### config.mk
export PLATFORM = sky130hd
export DESIGN_NAME = rtcl_timer
export DESIGN_NICKNAME = d
export VERILOG_FILES = /design/src/logic/rtcl_pkg.sv /design/src/logic/rtcl_pin_sync.sv /design/src/logic/rtcl_timer.sv
export SDC_FILE = /design/constraint.sdc
export NUM_CORES = 1
export LEC_CHECK = 0
export BUFFER_PORTS_ARGS = -buffer_cell sky130_fd_sc_hd__clkbuf_2
export CORE_ASPECT_RATIO = 0.7
export CORE_UTILIZATION = 39
export DETAILED_ROUTE_END_ITERATION = 10
export PLACE_DENSITY_LB_ADDON = 0.12
export SYNTH_ARGS = -nofsm -noshare
export SYNTH_HDL_FRONTEND = slang
export SYNTH_SLANG_ARGS = --single-unit
### constraint.sdc
create_clock -name clk -period 4.2 [get_ports clk]
set_input_delay 0.42 -clock clk [delete_from_list [all_inputs] [get_ports clk]]
set_output_delay 0.42 -clock clk [all_outputs]
set_load 0.005 [all_outputs]
### src/logic/rtcl_pkg.sv
`default_nettype none
package rtcl_pkg;

	// =========================================================
	// register byte addresses
	localparam logic [11:0] RTCL_CTRL_OFS   = 12'h0c8;
	localparam logic [11:0] RTCL_MODE_OFS   = 12'h0cc;
	localparam logic [11:0] RTCL_RELOAD_OFS = 12'h0d0;
	localparam logic [11:0] RTCL_COUNT_OFS  = 12'h0d4;
	localparam logic [11:0] RTCL_BITOP_OFS  = 12'h0d8;

	// =========================================================
	// timer_two_control field positions
	localparam int RTCL_BIT_OVF  = 7;
	localparam int RTCL_BIT_EXT  = 6;
	localparam int RTCL_BIT_RCLK = 5;
	localparam int RTCL_BIT_SERIAL_TX_CLOCK_SELECT = 4;
	localparam int RTCL_BIT_EXEN = 3;
	localparam int RTCL_BIT_RUN  = 2;
	localparam int RTCL_BIT_CSEL = 1;
	localparam int RTCL_BIT_CPRL = 0;

	// timer_two_mode_reg field positions
	localparam int RTCL_BIT_OE   = 1;
	localparam int RTCL_BIT_DOWN_COUNT_ENABLE = 0;

	// bit-operation register: index in [2:0], value in [8]
	localparam int RTCL_BITOP_VAL = 8;

	// =========================================================
	// reset values and counts
	localparam logic [7:0]  RTCL_CTRL_RST  = 8'h00;
	localparam logic [1:0]  RTCL_MODE_RST  = 2'h0;
	localparam logic [15:0] RTCL_COUNT_TOP = 16'hffff;
	localparam logic [3:0]  RTCL_DIV_TIMER = 4'hb;

	typedef enum logic [1:0]
	{
		RTCL_MODE_CAPTURE,
		RTCL_MODE_RELOAD,
		RTCL_MODE_UPDOWN,
		RTCL_MODE_BAUD
	} rtcl_mode_type;

endpackage
`default_nettype wire

### src/logic/rtcl_pin_sync.sv
`timescale 1ns/1ps
`default_nettype none
module rtcl_pin_sync
(
	input  wire logic clk,
	input  wire logic sys_rst,
	input  wire logic pinIn,
	output logic      pinLevel,
	output logic      pinFall
);

	logic meta_q;
	logic sync_q;
	logic prev_q;

	always_ff @(posedge clk)
	begin
		if (sys_rst)
		begin
			meta_q <= 1'b1;
			sync_q <= 1'b1;
			prev_q <= 1'b1;
		end
		else
		begin
			meta_q <= pinIn;
			sync_q <= meta_q;
			prev_q <= sync_q;
		end
	end

	assign pinLevel = sync_q;
	assign pinFall  = prev_q & ~sync_q;

endmodule
`default_nettype wire

### src/logic/rtcl_timer.sv
// Summary of operation
// - count is a low byte and a high byte; high advances on low carry
// - counter-select set counts count-pin falls, else clock divided by 12 (by 2 in clock-out mode)
// - count advances only while run-control is set
// - either serial clock select forces auto-reload, ignoring capture select
// - reload on overflow (not in capture mode without clock-out, which wraps to 0000) and enabled trigger fall; capture select makes trigger capture
// - trigger edges ignored unless enabled and timer neither clocking serial port nor in up/down mode
// - enabled trigger capture or reload sets external flag; it requests interrupt while down-count enable is clear
// - overflow flag set on overflow only when both serial selects clear
// - each serial direction takes this overflow when selected, else other timer
// - down-count enable in auto-reload makes trigger level choose direction
// - up count overflows at ffff, sets flag, loads reload pair
// - down count underflows at reload value, sets flag, loads ffff
// - up/down mode without clock-out toggles external flag per wrap without interrupt
// - clock-out mode counts at clock over 2, reloads, raises no interrupt on wrap (enabled trigger falls still set external flag)
// - clock-out pin toggles per overflow, giving 50% duty square wave
// - baud supply and clock-out may run together sharing the reload pair
// - control register resets to zero; each bit writable on its own
// - mode register holds output enable bit 1, down enable bit 0
`timescale 1ns/1ps
`default_nettype none
module rtcl_timer
	import rtcl_pkg::*;
(
	input  wire logic        clk,
	input  wire logic        sys_rst,
	input  wire logic        psel,
	input  wire logic        penable,
	input  wire logic        pwrite,
	input  wire logic [11:0] paddr,
	input  wire logic [31:0] pwdata,
	output logic [31:0]      prdata,
	output logic             pready,
	output logic             pslverr,
	input  wire logic        countPinIn,
	output logic             countPinOut,
	output logic             countPinOe,
	input  wire logic        trigPinIn,
	input  wire logic        otherTimerOvf,
	output logic             rxBaudTick,
	output logic             txBaudTick,
	output logic             timerIntReq
);

	// =========================================================
	// address decode
	function automatic logic addrHit(input logic [11:0] addr, input logic [11:0] ofs);
		addrHit = (addr[11:2] == ofs[11:2]);
	endfunction

	logic [7:0]    ctrl_q;
	logic [7:0]    ctrl_d;
	logic [1:0]    mode_q;
	logic [7:0]    reloadLow_q;
	logic [7:0]    reloadHigh_q;
	logic [7:0]    countLow_q;
	logic [7:0]    countHigh_q;
	logic [7:0]    countLow_d;
	logic [7:0]    countHigh_d;
	logic [3:0]    div_q;
	logic          half_q;
	logic          pinOut_q;
	logic          rxTick_q;
	logic          txTick_q;
	logic [31:0]   rdata_q;
	rtcl_mode_type timerMode;

	wire hitCtrl   = addrHit(paddr, RTCL_CTRL_OFS);
	wire hitMode   = addrHit(paddr, RTCL_MODE_OFS);
	wire hitReload = addrHit(paddr, RTCL_RELOAD_OFS);
	wire hitCount  = addrHit(paddr, RTCL_COUNT_OFS);
	wire hitBitop  = addrHit(paddr, RTCL_BITOP_OFS);
	wire mapped    = hitCtrl | hitMode | hitReload | hitCount | hitBitop;
	wire setupRd   = psel & ~penable & ~pwrite;
	wire wrEn      = psel & penable & pwrite & mapped;
	wire ctrlWr    = wrEn & hitCtrl;
	wire modeWr    = wrEn & hitMode;
	wire reloadWr  = wrEn & hitReload;
	wire countWr   = wrEn & hitCount;
	wire bitWr     = wrEn & hitBitop;

	// zero wait states: every access phase completes at its first edge
	assign pready  = 1'b1;
	assign pslverr = psel & penable & ~mapped;
	assign prdata  = rdata_q;

	// =========================================================
	// control fields
	wire ovfFlag  = ctrl_q[RTCL_BIT_OVF];
	wire extFlag  = ctrl_q[RTCL_BIT_EXT];
	wire rclkSel  = ctrl_q[RTCL_BIT_RCLK];
	wire tclkSel  = ctrl_q[RTCL_BIT_SERIAL_TX_CLOCK_SELECT];
	wire extEn    = ctrl_q[RTCL_BIT_EXEN];
	wire runCtl   = ctrl_q[RTCL_BIT_RUN];
	wire countSel = ctrl_q[RTCL_BIT_CSEL];
	wire capSel   = ctrl_q[RTCL_BIT_CPRL];
	wire outEn    = mode_q[RTCL_BIT_OE];
	wire downEn   = mode_q[RTCL_BIT_DOWN_COUNT_ENABLE];
	wire baudSel  = rclkSel | tclkSel;
	// clock-out needs counter-select clear; otherwise the pin is still driven, held low
	wire clkOut   = outEn & ~countSel;

	assign timerMode = baudSel ? RTCL_MODE_BAUD :
		capSel ? RTCL_MODE_CAPTURE :
		downEn ? RTCL_MODE_UPDOWN : RTCL_MODE_RELOAD;

	wire isCapture = (timerMode == RTCL_MODE_CAPTURE);
	wire isReload  = (timerMode == RTCL_MODE_RELOAD);
	wire isUpdown  = (timerMode == RTCL_MODE_UPDOWN);

	// =========================================================
	// pin synchronisers
	logic countLevel;
	logic countFall;
	logic trigLevel;
	logic trigFall;

	rtcl_pin_sync countSync
	(
		.clk      (clk),
		.sys_rst  (sys_rst),
		.pinIn    (countPinIn),
		.pinLevel (countLevel),
		.pinFall  (countFall)
	);

	rtcl_pin_sync trigSync
	(
		.clk      (clk),
		.sys_rst  (sys_rst),
		.pinIn    (trigPinIn),
		.pinLevel (trigLevel),
		.pinFall  (trigFall)
	);

	// =========================================================
	// prescalers
	wire tick12 = (div_q == RTCL_DIV_TIMER);
	wire tick2  = half_q;

	always_ff @(posedge clk)
	begin
		if (sys_rst)
		begin
			div_q  <= 4'h0;
			half_q <= 1'b0;
		end
		else
		begin
			div_q  <= tick12 ? 4'h0 : div_q + 4'h1;
			half_q <= ~half_q;
		end
	end

	// =========================================================
	// count events
	wire [15:0] count16  = {countHigh_q, countLow_q};
	wire [15:0] reload16 = {reloadHigh_q, reloadLow_q};
	// own clock-out pin level is ignored as count source via clkOut
	wire srcTick   = clkOut ? tick2 : (countSel ? countFall : tick12);
	wire countTick = runCtl & srcTick;
	wire upDir     = ~isUpdown | trigLevel;
	wire ovfUp     = countTick & upDir & (count16 == RTCL_COUNT_TOP);
	wire undDown   = countTick & ~upDir & (count16 == reload16);
	wire wrapEv    = ovfUp | undDown;
	wire trigEvent = trigFall & extEn & (isCapture | isReload);
	wire doCapture = trigEvent & isCapture;
	wire doReload  = (ovfUp & (~isCapture | clkOut))
		| (trigEvent & isReload);
	wire setOvf    = wrapEv & ~baudSel & ~clkOut;
	wire exfSet    = trigEvent;
	wire exfToggle = wrapEv & isUpdown & ~clkOut;

	// =========================================================
	// count next value; cascaded bytes
	always_comb
	begin
		countLow_d  = countLow_q;
		countHigh_d = countHigh_q;
		if (countWr)
		begin
			countLow_d  = pwdata[7:0];
			countHigh_d = pwdata[15:8];
		end
		else if (undDown)
		begin
			countLow_d  = RTCL_COUNT_TOP[7:0];
			countHigh_d = RTCL_COUNT_TOP[15:8];
		end
		else if (doReload)
		begin
			countLow_d  = reloadLow_q;
			countHigh_d = reloadHigh_q;
		end
		else if (countTick & upDir)
		begin
			countLow_d  = countLow_q + 8'h01;
			if (countLow_q == 8'hff)
				countHigh_d = countHigh_q + 8'h01;
		end
		else if (countTick)
		begin
			countLow_d  = countLow_q - 8'h01;
			if (countLow_q == 8'h00)
				countHigh_d = countHigh_q - 8'h01;
		end
	end

	// =========================================================
	// control register: full write or single-bit write
	wire [7:0] bitMask = 8'h01 << pwdata[2:0];
	wire [7:0] ctrlBit = pwdata[RTCL_BITOP_VAL] ? (ctrl_q | bitMask) : (ctrl_q & ~bitMask);
	wire [7:0] ctrlSw  = ctrlWr ? pwdata[7:0] : (bitWr ? ctrlBit : ctrl_q);

	// hardware set wins over a software clear in the same cycle
	always_comb
	begin
		ctrl_d = ctrlSw;
		ctrl_d[RTCL_BIT_OVF] = ctrlSw[RTCL_BIT_OVF] | setOvf;
		ctrl_d[RTCL_BIT_EXT] = (ctrlSw[RTCL_BIT_EXT] | exfSet) ^ exfToggle;
	end

	// =========================================================
	// read data mux
	wire [31:0] rdWord = hitCtrl   ? {24'h000000, ctrl_q} :
		hitMode   ? {30'h0, mode_q} :
		hitReload ? {16'h0000, reload16} :
		hitCount  ? {16'h0000, count16} : 32'h00000000;

	// =========================================================
	// registers
	always_ff @(posedge clk)
	begin
		if (sys_rst)
		begin
			ctrl_q <= RTCL_CTRL_RST;
			mode_q <= RTCL_MODE_RST;
		end
		else
		begin
			ctrl_q <= ctrl_d;
			if (modeWr)
				mode_q <= pwdata[1:0];
		end
	end

	always_ff @(posedge clk)
	begin
		if (sys_rst)
		begin
			countLow_q  <= 8'h00;
			countHigh_q <= 8'h00;
		end
		else
		begin
			countLow_q  <= countLow_d;
			countHigh_q <= countHigh_d;
		end
	end

	// one reload pair feeds baud, clock-out and reload alike
	always_ff @(posedge clk)
	begin
		if (sys_rst)
		begin
			reloadLow_q  <= 8'h00;
			reloadHigh_q <= 8'h00;
		end
		else if (reloadWr)
		begin
			reloadLow_q  <= pwdata[7:0];
			reloadHigh_q <= pwdata[15:8];
		end
		else if (doCapture)
		begin
			reloadLow_q  <= countLow_q;
			reloadHigh_q <= countHigh_q;
		end
	end

	always_ff @(posedge clk)
	begin
		if (sys_rst)
		begin
			pinOut_q <= 1'b0;
			rxTick_q <= 1'b0;
			txTick_q <= 1'b0;
			rdata_q  <= 32'h00000000;
		end
		else
		begin
			if (~clkOut)
				pinOut_q <= 1'b0;
			else if (ovfUp)
				pinOut_q <= ~pinOut_q;
			rxTick_q <= rclkSel ? wrapEv : otherTimerOvf;
			txTick_q <= tclkSel ? wrapEv : otherTimerOvf;
			if (setupRd)
				rdata_q <= rdWord;
		end
	end

	assign countPinOut = pinOut_q;
	assign countPinOe  = outEn;
	assign rxBaudTick  = rxTick_q;
	assign txBaudTick  = txTick_q;
	// external flag is no interrupt source in up/down mode
	assign timerIntReq = ovfFlag | (extFlag & ~downEn);
endmodule
`default_nettype wire
**Yosys cells after proc, flatten, opt, wreduce, memory -nomap -nowiden**

Index checks and enable logic that the tools add are counted.

- Register bits: 88
- Logic and storage cells: 136
- Output and inout port bits: 39
- Input bits: 52

- Muxes and demuxes: 30
- Add/sub/neg operators: 5
- Bitwise operators: 60
- Reductions and logical operators: 9
- Shifts and indexed selects: 1
- Equal/unequal tests: 12

Operators by type and width:

| kind | number |
|---|---|
| 2-to-1 mux 8 bit | 19 |
| 2-to-1 mux 16 bit | 4 |
| equality test 10 x 6 -> 1 bit, second input constant | 5 |
| bitwise AND 1 bit | 29 |
| adder 8 x 1 -> 8 bit, second input constant | 2 |
| equality test 16 bit | 1 |
| equality test 16 bit, second input constant | 1 |
| subtractor 8 x 1 -> 8 bit, second input constant | 2 |
| inverter 1 bit | 14 |
| bitwise OR 1 bit | 13 |
| nonzero test 5 bit | 2 |
| bitwise AND 8 bit | 1 |
| equality test 8 bit, second input constant | 1 |
| logical NOT 8 bit | 1 |
| inverter 8 bit | 1 |
| bitwise OR 8 bit | 1 |
| left shift 1 x 3 -> 8 bit, first input constant | 1 |
| 2-to-1 mux 2 bit | 3 |
| inequality test 5 x 4 -> 1 bit, second input constant | 1 |
| adder 4 x 1 -> 4 bit, second input constant | 1 |
| equality test 4 bit, second input constant | 1 |
| 2-to-1 mux 1 bit | 4 |
| nonzero test 2 bit | 2 |
| OR reduction 2 bit | 2 |
| other kinds (5) | 5 |

**Logic depth before layout (Yosys ltp)**

- Word-level depth: 13
- Mapped depth: 12
- Depth with buffers taken out: 12

**Modules after synthesis**

A second synthesis with hierarchy kept.

- Cell total of the unflattened synthesis: 545
- Area total of the unflattened synthesis: 4672.0 um^2

Modules (own cells, without submodules):

| module | area each (um^2) | sequential area each (um^2) | times used | cells each |
|---|---|---|---|---|
| rtcl_timer | 4501.8 | 1321.3 | 1 | 531 |
| rtcl_pin_sync | 85.1 | 60.1 | 2 | 7 |

**Worst setup path after synthesis**

No wires, ideal clock.

- Path kind: register -> register
- From: register div_q[0]
- To: register countLow_q[7]
- Setup time: 0.127 ns
- Data arrival time: 3.228 ns
- Clock period less this slack: 3.355 ns
- Cell stages (with the launch flop): 13
- Slack: 0.845 ns
- Required time: 4.073 ns
- Path buffers: 0
- Path through: dfxtp_1 -> ha_1 -> nand4bb_1 -> a221oi_2 -> nand2_1 -> ha_1 -> a21o_1 -> a21oi_1 -> o21bai_1 -> a2111oi_0 -> nor4_1 -> a211oi_1 -> a21oi_1

- Word-level cells in the longest chain between the ends: 11
- Elaborated cells between the ends (all ways): 15
- Those cells by class: eq/ne: 1; mux: 6; bitwise: 7; reduce/logical: 1

Ends and longest elaborated chain:

| item | RTL line | RTL |
|---|---|---|
| start, declared | rtcl_timer.sv:60 | `logic [3:0] div_q;` |
| start signal, assigned | rtcl_timer.sv:150 | `div_q <= tick12 ? 4'h0 : div_q + 4'h1;` |
| equality test 4 bit * | rtcl_timer.sv:138 | `wire tick12 = (div_q == RTCL_DIV_TIMER);` |
| 2-to-1 mux 1 bit * (2 in series) | rtcl_timer.sv:160 | `wire srcTick = clkOut ? tick2 : (countSel ? countFall : tick12);` |
| bitwise AND 1 bit * | rtcl_timer.sv:161 | `wire countTick = runCtl & srcTick;` |
| bitwise AND 1 bit | rtcl_timer.sv:163, rtcl_timer.sv:195 |  |
| bitwise AND 1 bit | rtcl_timer.sv:163 | `wire ovfUp = countTick & upDir & (count16 == RTCL_COUNT_TOP);` |
| bitwise AND 1 bit | rtcl_timer.sv:168 | `wire doReload = (ovfUp & (~isCapture \| clkOut))` |
| bitwise OR 1 bit | rtcl_timer.sv:169 | `\| (trigEvent & isReload);` |
| 2-to-1 mux 8 bit | rtcl_timer.sv:190 | `else if (doReload)` |
| 2-to-1 mux 8 bit | rtcl_timer.sv:185 | `else if (undDown)` |
| 2-to-1 mux 8 bit | rtcl_timer.sv:180 | `if (countWr)` |
| end signal, assigned | rtcl_timer.sv:256 | `countLow_q <= countLow_d;` |
| end, declared | rtcl_timer.sv:56 | `logic [7:0] countLow_q;` |

Mark *: on every way between the ends. The rest lies on a longest branch, timed or not.
A chain may end at the register's enable or synchronous reset.

**Worst setup path after layout**

Ends and elaborated chain as after synthesis.

==> out/qor.tcl <==
set qor(power_leakage_uw) 0.00203
set qor(avgRoutedWirePerCell_um) 18.9
set qor(cts.hold.buffers_added) 0
set qor(r2r-start) {div_q[0]$_SDFF_PP0_}
set qor(cp.arrival_ns) 3.70
set qor(drc) 0
set qor(power_frac_comb) 0.055
set qor(antenna_found_initial) 0
set qor(power.internal_uw) 1260
set qor(setup-violations-final) 0
set qor(synth.yosys.seq_area_share) 0.317
set qor(tritoncts.num_buffers) 9
set qor(path_max_fanout) 19
set qor(postLayoutSetupSlackWorst_ns) 0.693
set qor(floorplan.rows) 32
set qor(tns_ns) 0
set qor(finish.utilization) 0.462
set qor(fin_skew_ns) 0.00763
set qor(clock_power_share) 0.516
set qor(filler_cell_count) 1129
set qor(die_h_um) 92.3
set qor(floorplan.initialDensity) 0.407
set qor(power.density_nw_per_um2) 317
set qor(critical_path.startpoint) {div_q[0]$_SDFF_PP0_}
set qor(design.die.area_um2) 12100
set qor(pre_cts_slack_ns) 0.758
set qor(num_vias) 4411
set qor(synthDominantAreaCellType) {dfxtp_1}
set qor(antenna_cells) 0
set qor(area.growth.synth_to_final_pct) 13.6
set qor(global_route_wire_length_before_repair_mm) 22.5
set qor(routed_wl_mm) 14.2
set qor(synthArstFlopShare) 0
set qor(worst_setup_path_start_kind) {flop}
set qor(synth_ff_type) {dfxtp_1}
set qor(worst_r2r_path_depth) 14
set qor(postCtsResizedCells) 0
set qor(timing.max_cap.violations) 0
set qor(clk_pin_slew_worst_paths_ns) 0.06
set qor(worst_skew_pair.late_latency_ns) 0.34
set qor(power.switching_fraction) 0.227
set qor(timing.max_slew.rel_slack) 0.269
set qor(status) {completed}
set qor(detail-route-antenna-nets) 0
set qor(p_switching_uw) 370
set qor(layout_worst_path_cycle_share) 0.835
set qor(synth.area.top_cells) {dfxtp_1 (32%), nor2_1 (6.9%), xnor2_1 (4.2%)}
set qor(dpl-instance-area_um2) 4840
set qor(synth.top_cells.by_count) {nor2_1 (83), dfxtp_1 (72), nand2_1 (35)}
set qor(crit_type) {flop to flop}
set qor(cts_htree_levels) 3
set qor(drive_gt1_frac) 0.173
set qor(crit_slowest_cell) {a2111oi_0}
set qor(r2r_end) {countLow_q[7]$_SDFFE_PP0P_}
set qor(yosys.area.top_type_share) 0.317
set qor(layout_net_count) 660
set qor(synth_cells) 557
set qor(synth_enable_flop_cells) 0
set qor(postCtsSetupBuffers) 0
set qor(clock-root-buffer) {clkbuf_16}
set qor(via_count_of_the_first_global_routing_pass) 4028
set qor(grt_setup_unrepaired) {false}
set qor(drt_pre_antenna_iters) 6
set qor(dp_hpwl_mm) 10.1
set qor(cts_tree) {yes}
set qor(slowest_delay_ns) 0.60
set qor(synth_cell_type_count) 62
set qor(synthesis.yosys.warnings) 0
set qor(timing.critical_path.to) {countLow_q[7]$_SDFFE_PP0P_}
set qor(ys_seq_elements) 72
set qor(place_congestion) 0.834
set qor(final_max_slew_viol_count) 0
set qor(global_route.overflow_total) 0
set qor(synthMostInstantiatedCell) {nor2_1}
set qor(critPathCaptureType) {flop}
set qor(worst_pin_slew_ns) 1.09
set qor(power.sequential.fraction) 0.429
set qor(drt-initial-drc-count) 430
set qor(post_synth.cell_area_avg_um2) 8.16
set qor(regArea_um2) 1440
set qor(core_um2) 11200
set qor(period_minus_ws_final_ns) 3.51
set qor(die_x_um) 131
set qor(multi_input_area_um2) 2830
set qor(critPathRequiredTime_ns) 4.40
set qor(cts_max_path_buffers) 2
set qor(worst_ir_drop_vdd_mv) 0.220
set qor(floorplan.io_pins) 91
set qor(report.final.hold_viol_count) 0
set qor(gr-usage-all-layers) 0.246
set qor(maximum_number_of_pins_on_one_net_before_global_route_repair) 49
set qor(routed_via_density) 5.89
set qor(io_buffer_count) 55
set qor(cts_sinks) 72
set qor(hp-class) {input pin to flop}
set qor(crit_chain) {ha_1 -> nand4bb_1 -> a221oi_2 -> buf_4 -> nand2_1 -> buf_4 -> ha_1 -> a21o_1 -> a21oi_1 -> o21bai_1 -> a2111oi_0 -> nor4_1 -> a211oi_1 -> a21oi_1}
set qor(finish.instance_area_um2) 5160
set qor(fmax_mhz) 285
set qor(syn_area_um2) 4540
set qor(setup.reg_to_reg.worst_slack_ns) 0.69
-- per-layer routing --
| layer | track usage | wire (um) |
|---|---|---|
| met1 | 0.393 | 7180 |
| met3 | 0.0416 | 1190 |
| met2 | 0.341 | 5690 |
| met4 | 0.0412 | 91 |
| met5 | 0 | 0 |
-- through the flow --
step                      power [uW]  instances  hold slack [ns]
final                           1630        749            0.268
after global routing            1690        749            0.262
after global placement           802        733            0.391
after CTS                       1640        749            0.264
after floorplan                  776        572            0.389
after detailed placement         805        733            0.397
-- area by class of cell --
type / count / area share
multi-input combinational: 435 / 0.548
sequential: 72 / 0.279
timing repair buffer: 64 / 0.0664
clock buffer: 11 / 0.0470
tap: 153 / 0.0371
clock inverter: 5 / 0.0155
inverter: 9 / 0.00655
-- power by group through the flow --
stage / sequential [uW] / clock, uW / combinational (uW)
floorplan: 715 / 0 / 60.8
global placement: 715 / 0 / 87.2
detailed placement: 715 / 0 / 89.1
CTS: 700 / 852 / 89.5
global route: 701 / 889 / 101
finish: 700 / 843 / 89.9
-- cell families (layout without fill, tap and decap cells) --
logic type	Yosys count	count (layout)	share of synthesized area
AOI/OAI and AO/OA	134	134	0.231
xor gates and xnor gates	30	30	0.0578
adders and majority gates	17	17	0.0501
buffers and inverters	65	89	0.0727
DFF	72	72	0.317
muxes	11	11	0.0251
other	2	17	0.00165
and+or+nand+nor	226	226	0.245
-- how the worst min path moves through the flow --
stage	endpoint	cells past startpoint	from
6_report	trigSync.meta_q$_SDFF_PP1_	2	trigPinIn
5_1_grt	trigSync.meta_q$_SDFF_PP1_	2	trigPinIn
4_1_cts	countSync.meta_q$_SDFF_PP1_	2	countPinIn
3_5_place_dp	countSync.pinLevel$_SDFF_PP1_	1	countSync.meta_q$_SDFF_PP1_
3_3_place_gp	countSync.pinLevel$_SDFF_PP1_	1	countSync.meta_q$_SDFF_PP1_
2_1_floorplan	countSync.pinLevel$_SDFF_PP1_	1	countSync.meta_q$_SDFF_PP1_
-- registers in the layout, summed over array words and instances (netlist names), 2 cells and up --
signal,cells
prdata,16
countHigh_q,8
countLow_q,8
ctrl_q,8
reloadHigh_q,8
reloadLow_q,8
div_q,4
mode_q,2
-- layout by cell type, fill, tap and decap left out, types with 8 or more instances in the layout --
| cell type | netlist | layout |
|---|---|---|
| a211oi_1 | 14 | 14 |
| a21oi_1 | 27 | 27 |
| a221oi_1 | 12 | 12 |
| a311oi_1 | 16 | 16 |
| buf_4 | 18 | 9 |
| clkbuf_16 | 0 | 9 |
| clkbuf_2 | 0 | 55 |
| conb_1 | 2 | 17 |
| dfxtp_1 | 72 | 72 |
| ha_1 | 15 | 15 |
| inv_1 | 9 | 9 |
| mux2i_1 | 8 | 8 |
| nand2_1 | 35 | 35 |
| nand3_1 | 32 | 32 |
| nand4_1 | 9 | 9 |
| nor2_1 | 83 | 83 |
| nor3_1 | 18 | 18 |
| o21ai_0 | 13 | 13 |
| xnor2_1 | 22 | 22 |
| xor2_1 | 8 | 8 |
-- critical path, delay by kind of cell (launching register included) --
kind                       cells  cell delay [ns]
AOI/OAI and AO/OA              7             1.77
DFF                            1             0.36
and+or+nand+nor                3             0.31
adders and majority gates      2             0.50
buffers and inverters          2             0.43
Power figures use the tool's default switching activity.
